### config.mk
export PLATFORM = sky130hd
export DESIGN_NAME = acm_alarm_channel_manager
export DESIGN_NICKNAME = d
export VERILOG_FILES = /design/src/hdl/acm_pkg.sv /design/src/hdl/acm_alarm_channel_manager.sv
export VERILOG_INCLUDE_DIRS = /design/src /design/src/hdl
export SDC_FILE = /design/constraint.sdc
export NUM_CORES = 1
export LEC_CHECK = 0
export BUFFER_PORTS_ARGS = -buffer_cell sky130_fd_sc_hd__clkbuf_2
export CELL_PAD_IN_SITES_DETAIL_PLACEMENT = 0
export CELL_PAD_IN_SITES_GLOBAL_PLACEMENT = 1
export CORE_MARGIN = 8
export CORE_UTILIZATION = 41
export DETAILED_ROUTE_END_ITERATION = 16
export PLACE_DENSITY = 0.73
export SETUP_SLACK_MARGIN = 0.2
export SLEW_MARGIN = 25
export SYNTH_ARGS = -nofsm -noshare
export SYNTH_HDL_FRONTEND = slang
export SYNTH_SLANG_ARGS = --single-unit
### constraint.sdc
create_clock -name clock -period 3 [get_ports clock]
set_clock_uncertainty 0.15 [all_clocks]
set_input_delay 0.3 -clock clock [delete_from_list [all_inputs] [get_ports clock]]
set_output_delay 0.3 -clock clock [all_outputs]
set_load 0.01 [all_outputs]
### src/hdl/acm_defs.svh
// constants for the alarm channel manager
`ifndef ACM_DEFS_SVH
`define ACM_DEFS_SVH

`define ACM_NUM_ALARMS    4
`define ACM_IDX_MISSING   0
`define ACM_IDX_FREQ      1
`define ACM_IDX_EXTERNAL  3
`define ACM_ADDR_W        4
`define ACM_DATA_W        8
`define ACM_A_DISABLE     4'h0
`define ACM_A_LATCH       4'h1
`define ACM_A_STOP        4'h2
`define ACM_A_RELAY       4'h3
`define ACM_A_ACK         4'h4
`define ACM_A_DETECT      4'h5
`define ACM_A_SIGNAL      4'h6
`define ACM_A_IRQ_STAT    4'h7
`define ACM_A_IRQ_MASK    4'h8
`define ACM_RST_DISABLE   4'h0
`define ACM_RST_LATCH     4'h0
`define ACM_RST_STOP      4'hf
`define ACM_RST_RELAY     4'h0
`define ACM_RST_MASK      4'h0
`define ACM_FIXED_STOP    4'h3

`endif

### src/hdl/acm_pkg.sv
// types for the alarm channel manager
package acm_pkg;
  typedef logic [3:0] acm_vec_t;
  typedef logic [7:0] acm_byte_t;
  typedef struct packed {
    acm_vec_t  disable_q;
    acm_vec_t  latch_q;
    acm_vec_t  stop_q;
    acm_vec_t  relay_sel_q;
    acm_vec_t  detect_q;
    acm_vec_t  signal_q;
    acm_vec_t  irq_stat_q;
    acm_vec_t  irq_mask_q;
    acm_vec_t  stop_out_q;
    logic      relay_on_q;
    logic      irq_q;
    acm_byte_t rdata_q;
  } acm_state_s;
endpackage

### src/hdl/acm_alarm_channel_manager.sv
// per-alarm detect, signal, latch, acknowledge, stop and relay logic
`timescale 1ns/1ps
`include "acm_defs.svh"

// Contract
// - disable bit: 0 enabled, 1 disabled
// - disabled alarm: no detect, no action
// - detect flag mirrors present condition
// - signal flag set when alarm occurs
// - latch select keeps signal until acknowledge
// - writing 1 to acknowledge clears signal
// - acknowledge ignored while detect active
// - acknowledge self-clears, never stored
// - stop select routes signal to stop firing
// - missing-supply and frequency stops fixed on
// - relay select lets alarm de-energize relay
// - external channel condition from block input
module acm_alarm_channel_manager (
  input  wire logic                     clock,
  input  wire logic                     arst_n,
  input  wire logic [2:0]               alarm_cond_in,
  input  wire logic                     external_alarm_input,
  input  wire logic [`ACM_ADDR_W-1:0]   reg_addr,
  input  wire logic [`ACM_DATA_W-1:0]   reg_wdata,
  input  wire logic                     reg_write,
  input  wire logic                     reg_read,
  output logic      [`ACM_DATA_W-1:0]   reg_rdata,
  output logic      [3:0]               stop_firing,
  output logic                          alarm_relay_energize,
  output logic                          irq
);

  acm_pkg::acm_state_s st_q;
  acm_pkg::acm_state_s st_d;

  acm_pkg::acm_vec_t raw_cond;
  acm_pkg::acm_vec_t alarm_detected_flag;
  acm_pkg::acm_vec_t alarm_signal_flag;
  acm_pkg::acm_vec_t alarm_acknowledge;
  acm_pkg::acm_vec_t det_next;
  acm_pkg::acm_vec_t sig_next;
  acm_pkg::acm_vec_t new_events;

  // address match used only by the acknowledge strobe decode
  function automatic logic hit(input logic [`ACM_ADDR_W-1:0] a,
                               input logic [`ACM_ADDR_W-1:0] r);
    hit = (a == r);
  endfunction

  // external channel takes its level straight from the pin
  assign raw_cond = {external_alarm_input, alarm_cond_in};

  // ack is a strobe only, never a stored bit
  assign alarm_acknowledge = (reg_write && hit(reg_addr, `ACM_A_ACK))
                           ? reg_wdata[3:0] : 4'h0;

  assign alarm_detected_flag = st_q.detect_q;
  assign alarm_signal_flag   = st_q.signal_q;

  // per-alarm detect and signal update
  genvar gi;
  generate
    for (gi = 0; gi < `ACM_NUM_ALARMS; gi++) begin : g_ch
      // a disabled alarm is neither seen nor acted on
      assign det_next[gi] = raw_cond[gi] & ~st_q.disable_q[gi];
      always_comb begin
        if (st_q.disable_q[gi]) begin
          sig_next[gi] = 1'b0;
        end else if (det_next[gi]) begin
          sig_next[gi] = 1'b1;
        end else if (!st_q.latch_q[gi]) begin
          sig_next[gi] = 1'b0;
        end else if (alarm_acknowledge[gi] && !st_q.detect_q[gi]) begin
          sig_next[gi] = 1'b0;
        end else begin
          sig_next[gi] = st_q.signal_q[gi];
        end
      end
    end
  endgenerate

  assign new_events = det_next & ~st_q.detect_q;

  // next state of the whole block
  always_comb begin
    st_d = st_q;
    st_d.detect_q = det_next;
    st_d.signal_q = sig_next;
    // set wins over write-one-to-clear
    st_d.irq_stat_q = st_q.irq_stat_q | new_events;
    if (reg_write) begin
      case (reg_addr)
        `ACM_A_DISABLE:  st_d.disable_q   = reg_wdata[3:0];
        `ACM_A_LATCH:    st_d.latch_q     = reg_wdata[3:0];
        // fixed stop bits cannot be cleared by software
        `ACM_A_STOP:     st_d.stop_q = reg_wdata[3:0] | `ACM_FIXED_STOP;
        `ACM_A_RELAY:    st_d.relay_sel_q = reg_wdata[3:0];
        `ACM_A_IRQ_STAT: st_d.irq_stat_q = (st_q.irq_stat_q & ~reg_wdata[3:0])
                                           | new_events;
        `ACM_A_IRQ_MASK: st_d.irq_mask_q  = reg_wdata[3:0];
        default:         st_d.rdata_q     = st_q.rdata_q;
      endcase
    end
    // stop follows signal, so a latched alarm keeps stopping
    st_d.stop_out_q = sig_next & st_d.stop_q;
    // relay de-energized by any selected signaling alarm
    st_d.relay_on_q = ~|(sig_next & st_d.relay_sel_q);
    st_d.irq_q = |(st_d.irq_stat_q & st_d.irq_mask_q);
    // read data valid only in the cycle after the strobe
    st_d.rdata_q = 8'h00;
    if (reg_read) begin
      case (reg_addr)
        `ACM_A_DISABLE:  st_d.rdata_q = {4'h0, st_q.disable_q};
        `ACM_A_LATCH:    st_d.rdata_q = {4'h0, st_q.latch_q};
        `ACM_A_STOP:     st_d.rdata_q = {4'h0, st_q.stop_q};
        `ACM_A_RELAY:    st_d.rdata_q = {4'h0, st_q.relay_sel_q};
        `ACM_A_ACK:      st_d.rdata_q = 8'h00;
        `ACM_A_DETECT:   st_d.rdata_q = {4'h0, alarm_detected_flag};
        `ACM_A_SIGNAL:   st_d.rdata_q = {4'h0, alarm_signal_flag};
        `ACM_A_IRQ_STAT: st_d.rdata_q = {4'h0, st_q.irq_stat_q};
        `ACM_A_IRQ_MASK: st_d.rdata_q = {4'h0, st_q.irq_mask_q};
        default:         st_d.rdata_q = 8'h00;
      endcase
    end
  end

  // single state register
  always_ff @(posedge clock or negedge arst_n) begin
    if (!arst_n) begin
      st_q <= '0;
      st_q.disable_q  <= `ACM_RST_DISABLE;
      st_q.latch_q    <= `ACM_RST_LATCH;
      st_q.stop_q     <= `ACM_RST_STOP;
      st_q.relay_sel_q<= `ACM_RST_RELAY;
      st_q.irq_mask_q <= `ACM_RST_MASK;
      st_q.relay_on_q <= 1'b1;
    end else begin
      st_q <= st_d;
    end
  end

  assign reg_rdata            = st_q.rdata_q;
  assign stop_firing          = st_q.stop_out_q;
  assign alarm_relay_energize = st_q.relay_on_q;
  assign irq                  = st_q.irq_q;
endmodule

==> impl_summary.log <==
INFO  metric proportion_of_synthesized_flip_flops_having_asynchronous_set_or_reset = between 90% and 100%
INFO  metric yosys_register_bits = 42
INFO  metric critical_path_class = in2reg
INFO  metric worst-endpoint-arrival = around 2 ns
INFO  metric yosys.cell_types.count = 51
INFO  metric finalCritPeriodShare = between 60% and 70%
INFO  metric netlist.top_cell.by_area = sky130_fd_sc_hd__dfrtp_1
INFO  metric grt_pass1_vias = approximately 1600
INFO  metric hold_depth = 3
INFO  metric worst_r2r_startpoint = st_q[35]$_DFF_PN1_
INFO  metric place_hpwl = 3670 um
INFO  metric preCtsSetupSlack = a little under 0.8 ns
INFO  metric htree_num_levels = 2
INFO  metric grtUsageTotal = between 10 and 15%
INFO  metric num_vias = 1507
INFO  metric fmax = roughly 0.51 GHz
INFO  metric initial_utilization = between 40% and 50%
INFO  metric worstMarginPinSlew = ~0.63 ns
INFO  metric cts.reportedPaths.clkPinSlew = around 0.080 ns
INFO  metric hold-path-endpoint = alarm_detected_flag[3]$_DFF_PN0_
INFO  metric placement.io_buffers = 25
INFO  metric floorplan.die.height = about 90 um
INFO  metric grt_remaining_overflow = 0
INFO  metric drc_errors = 0
INFO  metric finalPower = 1.43 mW
INFO  metric cts-resized-gates = 0
INFO  metric mappedNetlistArea = between 2000 and 2500 sq um
INFO  metric detail_route.wirelength = between 4000 and 5000 um
INFO  metric average_wire_length_per_cell_after_detail_routing = 16.8 um
INFO  metric fp.coreArea = about 5100 sq um
INFO  metric power.density = approximately 600 nW/um^2
INFO  metric regToRegEndpoint = reg_rdata[1]$_DFF_PN0_
INFO  metric hold_class = in2reg
INFO  metric ys_seq_area_share = about 48%
INFO  metric first_pass_grt_wire_length = between 8000 and 9000 um
INFO  metric n_antenna_cell = 0
INFO  metric holdCritStartpoint = external_alarm_input
INFO  metric numCtsBuffers = 5
INFO  metric clock_latency = around 0.30 ns
INFO  metric placement_row_count = 26
INFO  metric cts_tree = done
INFO  metric rsz_0062_raised_after_global_routing = no
INFO  metric synth_edf_count = 0
INFO  metric design.portCount = 34
INFO  metric grt_antenna_before_repair = 0
INFO  metric routabilityCongestion = 0.779
INFO  metric setup-violations-final = 0
INFO  metric final-max-slew-violation-count = 0
INFO  metric fillCellCount = roughly 520
INFO  metric final_cell_mix = sky130_fd_sc_hd__dfrtp_1, sky130_fd_sc_hd__clkbuf_2, sky130_fd_sc_hd__nand2_1
INFO  metric fin_area = about 2400 sq um
INFO  metric postSynthCellCount = 207
INFO  metric synth.avg_cell_area = ~11 sq um
INFO  metric timing.critical_path.to_type = flip-flop
INFO  metric syn_to_final_growth = 8.65%
INFO  metric hold_viol = 0
INFO  metric synthTopCellsByArea = sky130_fd_sc_hd__dfrtp_1, sky130_fd_sc_hd__mux2_2, sky130_fd_sc_hd__dfstp_2
INFO  metric timing.critical_path.fanout_max = 20
INFO  metric antenna_violating_nets_post_route = 0
INFO  metric nets = between 200 and 250
INFO  metric ys_dominant_reg_cell = sky130_fd_sc_hd__dfrtp_1
INFO  metric detail_route.vias_per_cell = a little over 5
INFO  metric critPathRequiredTime = ~3 ns
INFO  metric outcome = finished, final reports clean
INFO  metric period_needed = approximately 1.9 ns
INFO  metric pin_count_of_the_biggest_net_entering_global_routing = 43
INFO  metric layout_commonest_cell = sky130_fd_sc_hd__dfrtp_1
INFO  metric timing.final.ws_setup = 1.06 ns
INFO  metric cp-start-kind = input pin
INFO  metric clock-sinks = 42
INFO  metric cts_setup_buffers = 0
INFO  metric maxcap_violations = 0
INFO  metric clock-root-buffer = sky130_fd_sc_hd__clkbuf_8
INFO  metric timing.slew.headroom = slightly below 60%
INFO  metric finalSetupTns = 0 ns
INFO  metric fp.dieArea = 7920 sq um
INFO  metric largest_vdd_supply_drop = roughly 0.00027 V
INFO  metric floorplan.die.width = between 80 and 90 um
INFO  metric cts_max_path_buffers = 2
INFO  metric drt_first_iter_violations = 91
INFO  metric reg2regPathDepth = 4
INFO  metric drt-pass1-iter-count = 4
INFO  metric drive_gt1_share = between 20% and 30%
INFO  metric synth_top_area_share = a little over two fifths
INFO  metric p_leak = 1.10 nW
INFO  metric r2r_slack = between 1 and 1.5 ns
INFO  metric dpl_cell_area = ~2300 sq um
INFO  metric yosysWarnings = 0
## per-layer routing
layer  vias up  global-route usage, %  wire (um)
met5         -                      0          0
met4         0                   4.08         44
met3         6                   3.77        275
met2        45                   21.4       2310
met1       713                   17.5       2310
li1        743                      -          -
## where the power goes
part	internal (mW)	total, mW	switching [mW]
Combinational	0.144	0.305	0.162
Sequential	0.681	0.743	0.0620
Clock	0.185	0.380	0.195
## critical path: stages
cell and delay (ns):
sky130_fd_sc_hd__clkbuf_2 0.32, sky130_fd_sc_hd__nor2b_1 0.58, sky130_fd_sc_hd__a311o_2 0.31, sky130_fd_sc_hd__a22oi_1 0.10
sky130_fd_sc_hd__a2111oi_2 0.37
## layout make-up
cell class	count	area [sq um]	share of cell area (%)
inverters	12	45.0	1.90
clock buffers	6	82.6	3.48
clock inverters	2	12.5	0.527
well taps	70	87.6	3.69
repair buffers	27	145	6.11
flip-flops and latches	42	1060	44.5
multi-input cells	135	943	39.7
## cell families (layout without fill, tap and decap cells)
| logic type | Yosys count | in the layout | synth area share (%) |
|---|---|---|---|
| other | 1 | 4 | 0.172 |
| AOI/OAI and AO/OA | 39 | 39 | 13.3 |
| DFF | 42 | 42 | 48.4 |
| and+or+nand+nor | 71 | 71 | 18.2 |
| muxes | 21 | 21 | 11.0 |
| buffers and inverters | 33 | 47 | 8.93 |
## flip-flops by register name, indices dropped and copies added, names as in the netlist
signal	count
alarm_detected_flag	4
alarm_relay_energize	1
alarm_signal_flag	4
irq	1
reg_rdata	4
st_q	24
stop_firing	4
## worst max path at each step
stage | from | end | slack (ns) | cells after the start
global route | reg_addr[2] | alarm_relay_energize$_DFF_PN1_ | 0.99 | 5
finish | reg_addr[2] | alarm_relay_energize$_DFF_PN1_ | 1.06 | 5
global placement | reg_addr[2] | alarm_relay_energize$_DFF_PN1_ | 0.78 | 5
CTS | reg_addr[2] | alarm_relay_energize$_DFF_PN1_ | 1.08 | 5
floorplan | reg_addr[2] | alarm_relay_energize$_DFF_PN1_ | 1.26 | 5
detailed placement | reg_addr[2] | alarm_relay_energize$_DFF_PN1_ | 0.77 | 5
## cell usage after synthesis, types with 2 or more instances
master	instances
sky130_fd_sc_hd__a31oi_1	4
sky130_fd_sc_hd__buf_4	16
sky130_fd_sc_hd__dfrtp_1	37
sky130_fd_sc_hd__mux2i_1	6
sky130_fd_sc_hd__nor2b_1	6
sky130_fd_sc_hd__nand3b_1	2
sky130_fd_sc_hd__nor3_1	2
sky130_fd_sc_hd__dfstp_2	5
sky130_fd_sc_hd__nor3b_1	2
sky130_fd_sc_hd__o21ai_0	5
sky130_fd_sc_hd__and3_1	4
sky130_fd_sc_hd__a21oi_1	4
sky130_fd_sc_hd__a22oi_1	3
sky130_fd_sc_hd__nand3_1	11
sky130_fd_sc_hd__o22ai_1	3
sky130_fd_sc_hd__or2_2	6
sky130_fd_sc_hd__a221oi_1	3
sky130_fd_sc_hd__and2_1	4
sky130_fd_sc_hd__nor2_1	8
sky130_fd_sc_hd__mux2_1	2
sky130_fd_sc_hd__inv_1	11
sky130_fd_sc_hd__nand2b_1	6
sky130_fd_sc_hd__buf_2	3
sky130_fd_sc_hd__nand2_1	13
sky130_fd_sc_hd__mux2_2	12
sky130_fd_sc_hd__a21boi_0	3
sky130_fd_sc_hd__a32oi_1	2
## metrics by stage
step	hold slack [ns]	std cells	utilization [%]
after floorplan	-0.146	210	-
final	0.105	294	46.2
after global placement	0.353	285	44.1
after detailed placement	0.213	285	44.1
after CTS	0.105	294	46.2
after global routing	0.105	294	46.2
## timing repair
action / in CTS / in global routing
setup endpoints to repair: 0 / 0
hold buffers: 1 / 0
hold endpoints to repair: 37 / 0
No activity file was read; power rests on OpenSTA's default activity.
